--- src/design/dlpp_pkg.sv ---
// constants for the dma list-pointer and poll-demand register bank
// assumes byte offsets on the csr access port, 32-bit data
package dlpp_pkg;

  // ****************************************
  // register offsets
  // ****************************************
  localparam logic [7:0] OFF_BUS_MODE  = 8'h00;
  localparam logic [7:0] OFF_TX_POLL   = 8'h08;
  localparam logic [7:0] OFF_RX_POLL   = 8'h10;
  localparam logic [7:0] OFF_RX_BASE   = 8'h18;
  localparam logic [7:0] OFF_TX_BASE   = 8'h20;
  localparam logic [7:0] OFF_STATUS    = 8'h28;

  // ****************************************
  // reset and read values
  // ****************************************
  localparam logic [31:0] BUS_MODE_RST = 32'hfe000000;
  localparam logic [31:0] POLL_RD_VAL  = 32'h0fffffff;
  localparam logic [29:0] BASE_RST     = 30'h00000000;

  // ****************************************
  // field positions
  // ****************************************
  localparam int CAL_HI    = 15;
  localparam int CAL_LO    = 14;
  localparam int TBU_BIT   = 2;
  localparam int RBU_BIT   = 7;
  localparam int TS_LO     = 20;
  localparam int RS_LO     = 17;
  localparam int BASE_LO   = 2;

  // cache alignment codes and burst boundaries in longwords
  localparam logic [1:0] CAL_NONE = 2'h0;
  localparam logic [1:0] CAL_8    = 2'h1;
  localparam logic [1:0] CAL_16   = 2'h2;
  localparam logic [1:0] CAL_32   = 2'h3;
  localparam logic [5:0] BND_NONE = 6'h00;
  localparam logic [5:0] BND_8    = 6'h08;
  localparam logic [5:0] BND_16   = 6'h10;
  localparam logic [5:0] BND_32   = 6'h20;

  // process state codes reported by the descriptor engine
  localparam logic [1:0] PROC_STOPPED   = 2'h0;
  localparam logic [1:0] PROC_RUNNING   = 2'h1;
  localparam logic [1:0] PROC_SUSPENDED = 2'h2;

endpackage

--- src/design/dlpp_top.sv ---
// csr bank of the dma front end: bus mode, poll demands, list bases,
// buffer-unavailable status flags
// assumes csr strobes and engine signals come from logic on clk_sys_i
// Operation
// - cache alignment 00 none, 01 8, 10 16, 11 32 longword boundary.
// - a write to transmit poll demand while suspended and no check pending triggers a transmit list check.
// - empty transmit poll resuspends without setting transmit unavailable.
// - transmit poll finding a descriptor resumes the transmit process.
// - transmit poll counts only while transmit process is suspended.
// - a write to receive poll demand while suspended and no check pending triggers a receive descriptor check.
// - empty receive poll resuspends without setting receive unavailable.
// - receive poll finding a descriptor resumes the receive process.
// - receive poll counts only while receive process is suspended.
// - list base registers hold list start address in bits 31:2.
// - status bits 2 and 7 untouched by poll resuspension.
module dlpp_top
  import dlpp_pkg::*;
(
  input  wire logic        clk_sys_i,
  input  wire logic        rst_n_i,
  input  wire logic        csr_wr_i,
  input  wire logic        csr_rd_i,
  input  wire logic [7:0]  csr_addr_i,
  input  wire logic [31:0] csr_wdata_i,
  output logic [31:0]      csr_rdata_o,
  output logic             csr_ack_o,
  input  wire logic [1:0]  tx_state_i,
  input  wire logic [1:0]  rx_state_i,
  input  wire logic        tx_rsp_valid_i,
  input  wire logic        tx_rsp_avail_i,
  input  wire logic        rx_rsp_valid_i,
  input  wire logic        rx_rsp_avail_i,
  input  wire logic        tbu_event_i,
  input  wire logic        rbu_event_i,
  output logic             tx_poll_trigger_o,
  output logic             rx_poll_trigger_o,
  output logic             tx_resume_o,
  output logic             tx_resuspend_o,
  output logic             rx_resume_o,
  output logic             rx_resuspend_o,
  output logic [31:0]      bus_mode_o,
  output logic [5:0]       cal_boundary_o,
  output logic [31:0]      rx_list_base_o,
  output logic [31:0]      tx_list_base_o
);

  // ****************************************
  // state
  // ****************************************
  logic [31:0] bm_reg;
  logic [31:0] bm_next;
  logic [5:0]  bnd_reg;
  logic [5:0]  bnd_next;
  logic        tbu_reg;
  logic        tbu_next;
  logic        rbu_reg;
  logic        rbu_next;
  logic [31:0] rdata_reg;
  logic [31:0] rdata_next;
  logic        ack_reg;
  logic        ack_next;

  logic        wr_bm;
  logic        wr_txp;
  logic        wr_rxp;
  logic        wr_rxb;
  logic        wr_txb;
  logic        wr_st;
  logic        tx_busy;
  logic        rx_busy;

  // ****************************************
  // write decode
  // ****************************************
  assign wr_bm  = csr_wr_i && (csr_addr_i == OFF_BUS_MODE);
  assign wr_txp = csr_wr_i && (csr_addr_i == OFF_TX_POLL);
  assign wr_rxp = csr_wr_i && (csr_addr_i == OFF_RX_POLL);
  assign wr_rxb = csr_wr_i && (csr_addr_i == OFF_RX_BASE);
  assign wr_txb = csr_wr_i && (csr_addr_i == OFF_TX_BASE);
  assign wr_st  = csr_wr_i && (csr_addr_i == OFF_STATUS);

  // ****************************************
  // bus mode and cache alignment
  // ****************************************
  // writes taken at any time: the host keeps processes stopped
  always_comb
  begin
    bm_next = bm_reg;
    if (wr_bm)
    begin
      bm_next = csr_wdata_i;
    end
    case (bm_next[CAL_HI:CAL_LO])
      CAL_NONE: bnd_next = BND_NONE;
      CAL_8:    bnd_next = BND_8;
      CAL_16:   bnd_next = BND_16;
      CAL_32:   bnd_next = BND_32;
      default:  bnd_next = BND_NONE;
    endcase
  end

  always_ff @(posedge clk_sys_i)
  begin
    if (!rst_n_i)
    begin
      bm_reg  <= BUS_MODE_RST;
      bnd_reg <= BND_NONE;
    end
    else
    begin
      bm_reg  <= bm_next;
      bnd_reg <= bnd_next;
    end
  end

  assign bus_mode_o     = bm_reg;
  assign cal_boundary_o = bnd_reg;

  // ****************************************
  // buffer-unavailable flags
  // ****************************************
  // set wins over a write-one clear in the same cycle
  always_comb
  begin
    tbu_next = tbu_reg;
    rbu_next = rbu_reg;
    if (wr_st && csr_wdata_i[TBU_BIT])
    begin
      tbu_next = 1'b0;
    end
    if (wr_st && csr_wdata_i[RBU_BIT])
    begin
      rbu_next = 1'b0;
    end
    // only engine fetch misses set these
    if (tbu_event_i)
    begin
      tbu_next = 1'b1;
    end
    if (rbu_event_i)
    begin
      rbu_next = 1'b1;
    end
  end

  always_ff @(posedge clk_sys_i)
  begin
    if (!rst_n_i)
    begin
      tbu_reg <= 1'b0;
      rbu_reg <= 1'b0;
    end
    else
    begin
      tbu_reg <= tbu_next;
      rbu_reg <= rbu_next;
    end
  end

  // ****************************************
  // read path
  // ****************************************
  always_comb
  begin
    rdata_next = rdata_reg;
    ack_next   = csr_wr_i || csr_rd_i;
    if (csr_rd_i)
    begin
      case (csr_addr_i)
        OFF_BUS_MODE: rdata_next = bm_reg;
        OFF_TX_POLL:  rdata_next = POLL_RD_VAL;
        OFF_RX_POLL:  rdata_next = POLL_RD_VAL;
        OFF_RX_BASE:  rdata_next = rx_list_base_o;
        OFF_TX_BASE:  rdata_next = tx_list_base_o;
        OFF_STATUS:
        begin
          rdata_next                      = 32'h00000000;
          rdata_next[TBU_BIT]             = tbu_reg;
          rdata_next[RBU_BIT]             = rbu_reg;
          rdata_next[TS_LO+1:TS_LO]       = tx_state_i;
          rdata_next[RS_LO+1:RS_LO]       = rx_state_i;
        end
        default:      rdata_next = 32'h00000000;
      endcase
    end
  end

  always_ff @(posedge clk_sys_i)
  begin
    if (!rst_n_i)
    begin
      rdata_reg <= 32'h00000000;
      ack_reg   <= 1'b0;
    end
    else
    begin
      rdata_reg <= rdata_next;
      ack_reg   <= ack_next;
    end
  end

  assign csr_rdata_o = rdata_reg;
  assign csr_ack_o   = ack_reg;

  // ****************************************
  // poll handlers and list bases
  // ****************************************
  // transmit poll gating
  dlpp_poll u_tx_poll (
    .clk_sys_i   (clk_sys_i),
    .rst_n_i     (rst_n_i),
    .demand_i    (wr_txp),
    .state_i     (tx_state_i),
    .rsp_valid_i (tx_rsp_valid_i),
    .rsp_avail_i (tx_rsp_avail_i),
    .check_o     (tx_poll_trigger_o),
    .resume_o    (tx_resume_o),
    .resuspend_o (tx_resuspend_o),
    .busy_o      (tx_busy)
  );

  dlpp_poll u_rx_poll (
    .clk_sys_i   (clk_sys_i),
    .rst_n_i     (rst_n_i),
    .demand_i    (wr_rxp),
    .state_i     (rx_state_i),
    .rsp_valid_i (rx_rsp_valid_i),
    .rsp_avail_i (rx_rsp_avail_i),
    .check_o     (rx_poll_trigger_o),
    .resume_o    (rx_resume_o),
    .resuspend_o (rx_resuspend_o),
    .busy_o      (rx_busy)
  );

  dlpp_base u_rx_base (
    .clk_sys_i (clk_sys_i),
    .rst_n_i   (rst_n_i),
    .wr_i      (wr_rxb),
    .wdata_i   (csr_wdata_i),
    .base_o    (rx_list_base_o)
  );

  dlpp_base u_tx_base (
    .clk_sys_i (clk_sys_i),
    .rst_n_i   (rst_n_i),
    .wr_i      (wr_txb),
    .wdata_i   (csr_wdata_i),
    .base_o    (tx_list_base_o)
  );
endmodule

--- src/design/dlpp_poll.sv ---
// poll-demand handler for one direction (transmit or receive)
// assumes the descriptor engine answers a check with rsp_valid_i
module dlpp_poll
  import dlpp_pkg::*;
(
  input  wire logic       clk_sys_i,
  input  wire logic       rst_n_i,
  input  wire logic       demand_i,
  input  wire logic [1:0] state_i,
  input  wire logic       rsp_valid_i,
  input  wire logic       rsp_avail_i,
  output logic            check_o,
  output logic            resume_o,
  output logic            resuspend_o,
  output logic            busy_o
);

  typedef enum logic {PL_IDLE, PL_CHECK} dlpp_poll_st_t;

  dlpp_poll_st_t st_reg;
  dlpp_poll_st_t st_next;
  logic          chk_reg;
  logic          chk_next;
  logic          res_reg;
  logic          res_next;
  logic          sus_reg;
  logic          sus_next;
  logic          take;

  // ****************************************
  // next state
  // ****************************************
  always_comb
  begin
    st_next  = st_reg;
    chk_next = 1'b0;
    res_next = 1'b0;
    sus_next = 1'b0;
    take     = demand_i && (state_i == PROC_SUSPENDED);
    case (st_reg)
      PL_IDLE:
      begin
        if (take)
        begin
          st_next  = PL_CHECK;
          chk_next = 1'b1;
        end
      end
      PL_CHECK:
      begin
        if (rsp_valid_i)
        begin
          st_next  = PL_IDLE;
          res_next = rsp_avail_i;
          sus_next = !rsp_avail_i;
        end
      end
      default:
      begin
        st_next = PL_IDLE;
      end
    endcase
  end

  always_ff @(posedge clk_sys_i)
  begin
    if (!rst_n_i)
    begin
      st_reg  <= PL_IDLE;
      chk_reg <= 1'b0;
      res_reg <= 1'b0;
      sus_reg <= 1'b0;
    end
    else
    begin
      st_reg  <= st_next;
      chk_reg <= chk_next;
      res_reg <= res_next;
      sus_reg <= sus_next;
    end
  end

  assign check_o     = chk_reg;
  assign resume_o    = res_reg;
  assign resuspend_o = sus_reg;
  assign busy_o      = (st_reg == PL_CHECK);
endmodule

--- src/design/dlpp_base.sv ---
// descriptor list base address register for one direction
// assumes host writes only while that process is stopped
module dlpp_base
  import dlpp_pkg::*;
(
  input  wire logic        clk_sys_i,
  input  wire logic        rst_n_i,
  input  wire logic        wr_i,
  input  wire logic [31:0] wdata_i,
  output logic [31:0]      base_o
);

  logic [29:0] base_reg;
  logic [29:0] base_next;

  always_comb
  begin
    base_next = base_reg;
    if (wr_i)
    begin
      base_next = wdata_i[31:BASE_LO];
    end
  end

  always_ff @(posedge clk_sys_i)
  begin
    if (!rst_n_i)
    begin
      base_reg <= BASE_RST;
    end
    else
    begin
      base_reg <= base_next;
    end
  end

  // low bits forced zero, longword aligned fetches
  assign base_o = {base_reg, 2'h0};
endmodule

--- config.mk ---
export PLATFORM = sky130hd
export DESIGN_NAME = dlpp_top
export DESIGN_NICKNAME = d
export VERILOG_FILES = /design/src/design/dlpp_pkg.sv /design/src/design/dlpp_top.sv /design/src/design/dlpp_poll.sv /design/src/design/dlpp_base.sv
export SDC_FILE = /design/constraint.sdc
export NUM_CORES = 1
export LEC_CHECK = 0
export BUFFER_PORTS_ARGS = -buffer_cell sky130_fd_sc_hd__buf_2
export CELL_PAD_IN_SITES_DETAIL_PLACEMENT = 0
export CELL_PAD_IN_SITES_GLOBAL_PLACEMENT = 1
export CORE_ASPECT_RATIO = 0.7
export CORE_MARGIN = 1.5
export CORE_UTILIZATION = 35
export CTS_CLUSTER_DIAMETER = 120
export DETAILED_ROUTE_END_ITERATION = 16
export MAX_ROUTING_LAYER = met4
export PLACE_DENSITY_LB_ADDON = 0.1
export SLEW_MARGIN = 20
export SYNTH_ARGS = -nofsm -noshare
export SYNTH_HDL_FRONTEND = slang
export SYNTH_HIERARCHICAL = 1
export SYNTH_SLANG_ARGS = --single-unit
--- constraint.sdc ---
create_clock -name clk_sys_i -period 4.4 [get_ports clk_sys_i]
set_clock_uncertainty 0.05 [all_clocks]
set_input_delay 0.88 -clock clk_sys_i [delete_from_list [all_inputs] [get_ports clk_sys_i]]
set_output_delay 0.88 -clock clk_sys_i [all_outputs]
set_load 0.02 [all_outputs]
==> results of run 1 <==
==> final cells by class <==
type	count	share of cell area [%]
multi-input combinational	469	39.2
clock inverter	11	2.78
clock buffer	20	5.83
sequential	138	35.3
inverter	5	0.240
tap	231	3.69
timing repair buffer	197	13.1
==> cell usage in the layout (no fill, tap or decap), drive strengths merged, types with 3 or more instances in the layout <==
master   count
bufinv       6
nand2       95
a22oi       31
nor4         8
nand3       12
mux2i       61
nand2b      45
a2bb2oi     20
a31oi        5
dfxtp      138
clkbuf      20
inv          5
nand3b       4
nor2b       61
a21boi      29
buf        197
nor3         5
nor2        11
nor3b        4
clkinv       3
o21ai       40
a22o         9
conb         7
o21a         5
and2         3
==> cells by family after synthesis <==
family,Yosys count,share of synthesized area (%)
AND/OR/NAND/NOR,258,22.3
AO/OA/AOI/OAI,142,16.3
flip-flops,138,44.5
buffers and inverters,65,6.66
multiplexers,61,9.84
other,3,0.182
XOR/XNOR,1,0.141
==> metrics by stage <==
stage          total power [µW]  cells  cell area (µm²)
2_1_floorplan              1390    672             6220
3_3_place_gp               1450   1040             7160
3_5_place_dp               1450   1040             7160
4_1_cts                    3100   1071             7840
5_1_grt                    3170   1071             7840
6_report                   3060   1071             7840
==> worst min-delay path: stages, from the launching register on <==
cell     delay (ns)
dfxtp_1        0.32
nand2_1        0.04
o21ai_0        0.05
==> layer usage <==
layer,part of all wire [%],GRT usage [%]
met1,49,32.0
met2,42,31.4
met3,7.6,5.36
met4,0.94,6.67
met5,0,-
==> worst min path at each step <==
| stage | start | end | slack, ns | cells past startpoint |
|---|---|---|---|---|
| final | csr_rdata_o[22]$_SDFFE_PN0P_ | csr_rdata_o[22]$_SDFFE_PN0P_ | 0.40 | 2 |
| after global routing | csr_rdata_o[27]$_SDFFE_PN0P_ | csr_rdata_o[27]$_SDFFE_PN0P_ | 0.42 | 2 |
| after global placement | csr_rdata_o[1]$_SDFFE_PN0P_ | csr_rdata_o[1]$_SDFFE_PN0P_ | 0.39 | 2 |
| after CTS | csr_rdata_o[22]$_SDFFE_PN0P_ | csr_rdata_o[22]$_SDFFE_PN0P_ | 0.40 | 2 |
| after floorplan | u_rx_poll/busy_o$_SDFF_PN0_ | u_rx_poll/check_o$_SDFF_PP0_ | 0.41 | 1 |
| after detailed placement | csr_rdata_o[22]$_SDFFE_PN0P_ | csr_rdata_o[22]$_SDFFE_PN0P_ | 0.39 | 2 |
==> power breakdown <==
part | leakage, µW | switching [µW] | total [µW] | internal, µW
Clock | 0.000322 | 543 | 1630 | 1090
Sequential | 0.00111 | 3.63 | 1260 | 1260
Combinational | 0.00173 | 108 | 170 | 61.6
==> results.md, run 1 <==
* Dpl hpwl at 13500 µm
* CTS resizes at 0
* Seq/Total Area, Yosys at 44.5%
* Buf+Inv Stages, Crit Path at 2
* Area occupied by multi-input gates at 0.00307 mm²
* Worst slew pin tran at 0.877 ns
* Residual DRC at 0
* Cts bufs inserted at 17
* # port buffers at 187
* Die height at 114 µm
* Area share of the largest cell type after synthesis at 44.5%
* Latest clock arrival within the worst-skew pair at 0.41 ns
* Vias in the first global route at 5122
* GRT Overall Usage at 22.5%
* Synth cell count leaders: 138 x dfxtp_1, 95 x nand2_1, 61 x mux2i_1, 61 x nor2b_1, 45 x nand2b_1
* RePlAce Congestion at 0.801
* CTS tree: done
* Tcrit/Tclk final at 67.2%
* FILL cells at 1721
* RSZ-0062 raised after global routing: false
* Antenna Nets Post-Route at 0
* Final min period at 2.95 ns
* Clk buf depth at 2
* Slew Limit Fails at 0
* Crit. Startpoint: csr_addr_i[5]
* Share of layout cells above drive strength 1 at 28.5%
* Peak Freq at 338 MHz
* CTS Sinks at 138
* Core footprint at 0.0173 mm²
* CP Class: primary input to flip-flop
* Min-delay worst type: flip-flop to flip-flop
* Largest net degree at the start of global routing at 83
* Post-Syn Area at 0.00620 mm²
* Setup TNS at 0 ns
* Top cells by area, synth: dfxtp_1 45%, mux2i_1 9.8%, nor2b_1 6.2%, nand2_1 5.7%, nand2b_1 4.5%
* Netlist cell types at 41
* DRC marker count from the first detailed-route iteration at 364
* Total wire length at 20200 µm
* Status: finished clean
* Worst setup margin at 1.45 ns
* RR Startpoint: bus_mode_o[14]$_SDFF_PN0_
* Area growth syn-to-layout at 26.3%
* DR pass1 iterations at 6
* Setup slack at placement at 1.04 ns
* CP Max Fanout at 38
* Antenna diode count at 0
* Post-synth EDFFs at 0
* Initial antenna violation count at 0
* CP arrival at 3.21 ns
* CP startpoint kind: primary input
* Cell count after synthesis at 668
* # hold bufs at CTS at 0
* CP Data Required Time at 4.65 ns
* Endpoints failing hold at 0
* Crit path depth at 6
* Yosys warnings at 6
* Critical Path Sink: u_tx_base/base_reg[18]$_SDFFE_PN0P_
* Top FF cell, synth: dfxtp_1
* Count leader, synth: dfxtp_1
* DIE AREA at 0.0185 mm²
* Core Util, Final at 45.4%
* Wirelength per Cell at 18.9 µm
* Fin nets at 882
* Syn avg cell area at 9.29 µm²
* Final setup fails at 0
* Asr flop ratio synth at 0%
* Synth Register Bits at 138
* Hold_ws at 0.398 ns
* Worst VDD drop at 0.000206 V
* Worst reg2reg endpoint: csr_rdata_o[14]$_SDFFE_PN0P_
* Clock H-tree levels at 4
* Leak at 0.00316 µW
* # Max-Cap Violations at 0
* CP max-delay cell: buf_2
* Synth area leader: dfxtp_1
* Floorplan row count at 40
* CP peak stage delay at 0.65 ns
* Root Buffer: clkbuf_16
* R2R depth at 4
* Top delay family on crit path: buffers and inverters
* Total area of sequential cells at 0.00276 mm²
* Power density cells at 391 mW/mm²
* Worst relative slew slack at 41.5%
* Width of the die at 162 µm
* Sequence of cells on the critical path: buf_2, nor4b_1, and3_2, buf_4, mux2i_1, nor2b_1
* Vias/cell at 5.07
* R2R setup slack at 3.38 ns
* Vias at 5428
* Setup Buffers After CTS at 0
* Endpoint type of the worst setup path: flip-flop
* First-pass GRT wire length at 30400 µm
* Clock-pin slew of the registers on the worst-case setup and hold paths at 0.06 ns
* Congestion Overflow GR at 0
* Starting Density at 35.9%
* # IOs at 195
Power figures use the tool's default switching activity.
==> inputs of run 2 (changes only) <==
- ABC_AREA: not set -> 1
- CORE_UTILIZATION: 35 -> 33
- clock period: 4.4 -> 2.5 ns (I/O delays scaled with it)
==> run 2 against run 1 <==
Net effect: combinational power grew 69%; largest cell class unchanged; critical path depth grew 3; sequential cell count is the same; sequential share of layout area shrank 1.7 points.
==> results.md, run 2 <==
* Cell count after synthesis at 1003
* Yosys warnings at 6
* Syn avg cell area at 6.75 µm²
* # port buffers at 187
* Setup slack at placement at 0.371 ns
* Core Util, Final at 41.2%
* Synth cell count leaders: 315 x nand2_1, 207 x nor2_1, 138 x dfxtp_1
* Post-synth EDFFs at 0
* Vias in the first global route at 5652
* CP startpoint kind: primary input
* Min-delay worst type: primary input to flip-flop
* Wirelength per Cell at 15.0 µm
* Sequence of cells on the critical path: buf_2, nor2_2, nand2_4, nor2_8, nand2_4, clkinv_2, buf_12, nor2_1, nor2_1
* Asr flop ratio synth at 0%
* FILL cells at 2215
* Congestion Overflow GR at 0
* Clk buf depth at 2
* Starting Density at 33.9%
* CTS Sinks at 138
* Buf+Inv Stages, Crit Path at 3
* Vias/cell at 4.30
* CP Data Required Time at 2.81 ns
* RePlAce Congestion at 0.764
* DIE AREA at 0.0214 mm²
* Endpoint type of the worst setup path: flip-flop
* Share of layout cells above drive strength 1 at 26.2%
* Status: finished clean
* Floorplan row count at 43
* Root Buffer: clkbuf_16
* Count leader, synth: nand2_1
* Cts bufs inserted at 17
* Vias at 6261
* Post-Syn Area at 0.00677 mm²
* First-pass GRT wire length at 33300 µm
* Final min period at 1.68 ns
* Synth area leader: dfxtp_1
* Setup Buffers After CTS at 0
* # IOs at 195
* Area growth syn-to-layout at 21.6%
* Netlist cell types at 31
* Total wire length at 21800 µm
* Top FF cell, synth: dfxtp_1
* Slew Limit Fails at 0
* Fin nets at 1226
* Final setup fails at 0
* Dpl hpwl at 15200 µm
* Worst setup margin at 0.823 ns
* Core footprint at 0.0200 mm²
* Clock H-tree levels at 4
* Die height at 123 µm
* CP Max Fanout at 17
* CP max-delay cell: clkinv_2
* DR pass1 iterations at 6
* Tcrit/Tclk final at 67.1%
* RSZ-0062 raised after global routing: false
* Synth Register Bits at 138
* Peak Freq at 596 MHz
* Initial antenna violation count at 1
* CTS resizes at 0
* Seq/Total Area, Yosys at 40.8%
* # hold bufs at CTS at 0
* CP arrival at 1.99 ns
* Fin cells at 1456
* Residual DRC at 0
* Worst VDD drop at 0.000376 V
* Placed cell count at 1423
* Width of the die at 174 µm
* Endpoints failing hold at 0
* Largest net degree at the start of global routing at 54
* Area share of the largest cell type after synthesis at 40.8%
* Latest clock arrival within the worst-skew pair at 0.42 ns
* Setup TNS at 0 ns
* Most common cell after layout, fill and taps aside: nand2_1
* DRC marker count from the first detailed-route iteration at 488
* Power density cells at 609 mW/mm²
* Leak at 0.00420 µW
* CP Class: primary input to flip-flop
* Top delay family on crit path: simple AND/OR/NAND/NOR gates
* # Max-Cap Violations at 0
* CTS tree: done
* Antenna Nets Post-Route at 0
* GRT Overall Usage at 21.3%
* Most frequent cells in the layout: 315 x nand2_1, 205 x nor2_1, 186 x buf_2
* Top cells by area, synth: dfxtp_1 41%, nand2_1 17%, nor2_1 11%, inv_1 6.9%, buf_6 3.2%
* Clock-pin slew of the registers on the worst-case setup and hold paths at 0.06 ns
* CP peak stage delay at 0.29 ns
[run 2: changes by cell type after synthesis, moves of 25 or more]
cell / change
nand2_1: +220
nor2_1: +196
inv_1: +122
mux2i_1: -61
nor2b_1: -61
nand2b_1: -45
nor2_2: +33
a22oi_1: -31
clkbuf_1: -27
a21boi_0: -26
nand3_1: +25
[run 2: path summary, 6_finish.rpt]
kind	from	to	slack, ns	cells after the start
max reg2reg	u_rx_base/base_reg[21]$_SDFFE_PN0P_	csr_rdata_o[23]$_SDFFE_PN0P_	1.53	6
min reg2reg	csr_rdata_o[31]$_SDFFE_PN0P_	csr_rdata_o[31]$_SDFFE_PN0P_	0.41	2
max	csr_addr_i[2]	bus_mode_o[1]$_SDFFE_PN0P_	0.82	9
min	tx_rsp_avail_i	u_tx_poll/resuspend_o$_SDFF_PN0_	0.19	2
[run 2: final cells by class]
class	instances	area, µm²	share of cell area, %
well taps	270	338	4.11
multi-input cells	680	2940	35.7
inverters	131	495	6.02
clock inverters	14	149	1.81
clock buffers	18	429	5.22
diodes	1	2.50	0.0304
repair buffers	204	1120	13.6
flip-flops and latches	138	2760	33.6
[run 2: layer usage]
layer | global-route usage [%] | wire length [µm] | vias up
met1 | 31.3 | 11900 | 2779
met5 | - | 0 | -
li1 | - | - | 3297
met2 | 29.2 | 8610 | 173
met3 | 4.46 | 1160 | 12
met4 | 5.28 | 152 | 0
[run 2: cells by family after synthesis]
logic type / share of synthesized area [%]
simple gates: 36.8
flops: 40.8
other cells: 0.166
compound gates: 5.97
buf+inv: 16.2
[run 2: report_power, final]
part	switching, µW	leakage, µW	internal, µW	total, µW
Combinational	199	0.00281	88.2	287
Sequential	8.52	0.00111	2210	2220
Clock	1030	0.000272	1470	2500
[run 2: metrics by stage]
| stage | area [µm²] | hold WS [ns] | total power [µW] |
|---|---|---|---|
| after floorplan | 6780 | 0.404 | 2450 |
| after global placement | 7650 | 0.401 | 2560 |
| after detailed placement | 7650 | 0.406 | 2560 |
| after CTS | 8230 | 0.174 | 5060 |
| after global routing | 8230 | 0.175 | 5200 |
| final | 8230 | 0.192 | 5010 |
==> inputs of run 3 (changes only) <==
- clock period: 2.5 -> 1.4 ns (I/O delays scaled with it)
==> run 3 against run 2 <==
Net effect: wire length decreased by 2.5%; global-route usage decreased by 0.30 points; register-to-register slack got worse by 1.1 ns; combinational power increased by 95%; cell area increased by 6.5%; count of clock-buffer cells in the layout increased by 3; sequential share of layout area decreased by 2.0 points; via count increased by 0.91%; clock power increased by 95%; die area unchanged; first-iteration DRC count decreased by 33%; sequential cell count unchanged; critical path type is now flip-flop to output port.
==> results.md, run 3 (same netlist as run 2, synthesis figures left out) <==
* RSZ-0062 raised after global routing: false
* # IOs at 195
* DIE AREA at 0.0214 mm²
* Leak at 0.00446 µW
* CTS Sinks at 138
* Top delay family on crit path: flip-flops
* Hold_ws at 0.0373 ns
* Core Util, Final at 43.9%
* Wl on met1 at 11300 µm
* Clk buf depth at 2
* CP arrival at 1.01 ns
* Most common cell after layout, fill and taps aside: nand2_1
* Uppermost layer routed: met4
* Clock-pin slew of the registers on the worst-case setup and hold paths at 0.06 ns
* Cts bufs inserted at 17
* Die height at 123 µm
* Latest clock arrival within the worst-skew pair at 0.43 ns
* RePlAce Congestion at 0.803
* Area growth syn-to-layout at 29.5%
* Min-delay worst type: primary input to flip-flop
* Status: finished clean
* Core footprint at 0.0200 mm²
* Wirelength per Cell at 14.3 µm
* Tcrit/Tclk final at 95.6%
* Peak Freq at 747 MHz
* Vias in the first global route at 5666
* # Max-Cap Violations at 0
* Final min period at 1.34 ns
* Vias/cell at 4.24
* Total area of sequential cells at 0.00277 mm²
* Fin cells at 1491
* Share of layout cells above drive strength 1 at 28.3%
* Root Buffer: clkbuf_16
* Worst VDD drop at 0.000693 V
* Buf+Inv Stages, Crit Path at 1
* Clock H-tree levels at 4
* Total wire length at 21300 µm
* Slew Limit Fails at 0
* CP Data Required Time at 1.07 ns
* Antenna Nets Post-Route at 0
* Largest net degree at the start of global routing at 40
* Sequence of cells on the critical path: buf_2
* Dpl hpwl at 15700 µm
* Metal2 WL at 8470 µm
* Most frequent cells in the layout: 315 x nand2_1, 205 x nor2_1, 186 x buf_2
* GRT Overall Usage at 21.0%
* CP max-delay cell: dfxtp_1
* Starting Density at 33.9%
* Placed Area at 0.00811 mm²
* CP Max Fanout at 3
* Setup Buffers After CTS at 0
* CTS tree: done
* First-pass GRT wire length at 32700 µm
* CP startpoint kind: flip-flop
* Design area at 0.00876 mm²
* Fin nets at 1260
* DRC marker count from the first detailed-route iteration at 328
* Endpoint type of the worst setup path: output port
* DR pass1 iterations at 4
* Met3 wire length at 1290 µm
* Congestion Overflow GR at 0
* # port buffers at 187
* Width of the die at 174 µm
* FILL cells at 2174
* Endpoints failing hold at 0
* Floorplan row count at 43
* CP Class: flip-flop to output port
* Final setup fails at 0
* Placed cell count at 1455
* Initial antenna violation count at 2
* Area occupied by multi-input gates at 0.00294 mm²
* CP peak stage delay at 0.39 ns
* Power density cells at 1070 mW/mm²
* Residual DRC at 0
* Vias at 6318
[run 3: changes by cell type in the layout (fill, tap and decap cells not counted), moves of 2 or more]
cell and change:
buf_12 +17, clkinvlp_4 -2, buf_4 +15, clkinv_4 -3, dfxtp_2 +3, clkbuf_8 +2, dfxtp_1 -3, dlygate4sd3_1 +2
bufinv_16 +2
[run 3: power by group]
part	switching, µW	internal, µW
Clock	1800	3080
Combinational	357	203
Sequential	15.5	3950
[run 3: path summary, 6_finish.rpt]
check | startpoint | end | slack [ns] | cells past startpoint
worst min-delay path | csr_wdata_i[26] | bus_mode_o[26]$_SDFFE_PN1P_ | 0.04 | 3
worst max register to register | u_tx_base/base_reg[14]$_SDFFE_PN0P_ | csr_rdata_o[16]$_SDFFE_PN0P_ | 0.46 | 6
worst max-delay path | bus_mode_o[11]$_SDFFE_PN0P_ | bus_mode_o[11] | 0.06 | 1
worst min register to register | csr_rdata_o[30]$_SDFFE_PN0P_ | csr_rdata_o[30]$_SDFFE_PN0P_ | 0.42 | 2
[run 3: layout make-up]
cell class / instances / area share [%]
Tap cell: 270 / 3.85
Timing Repair Buffer: 238 / 18.1
Antenna cell: 2 / 0.0571
Multi-Input combinational cell: 680 / 33.6
Clock inverter: 11 / 1.91
Clock buffer: 21 / 5.25
Sequential cell: 138 / 31.6
Inverter: 131 / 5.65
[run 3: repair_timing]
action / 4_1_cts / 5_1_grt
resized for setup: 0 / 3
endpoints found under the hold margin: 2 / 0
hold buffers: 2 / 0
setup endpoints to repair: 0 / 3
[run 3: layer usage]
metal,vias up,GRT usage (%)
li1,3365,-
met2,173,28.5
met1,2761,30.6
met3,19,4.99
met4,0,5.66
met5,-,-
[run 3: per-stage QoR]
stage                     TNS, ns  setup WS [ns]  total power (µW)
after floorplan                 0       0.000113              4380
after global placement     -22.24         -0.242              4610
after detailed placement   -21.00         -0.208              4610
after CTS                       0        0.00795              9540
after global routing            0        0.00985              9750
final                           0         0.0621              9410
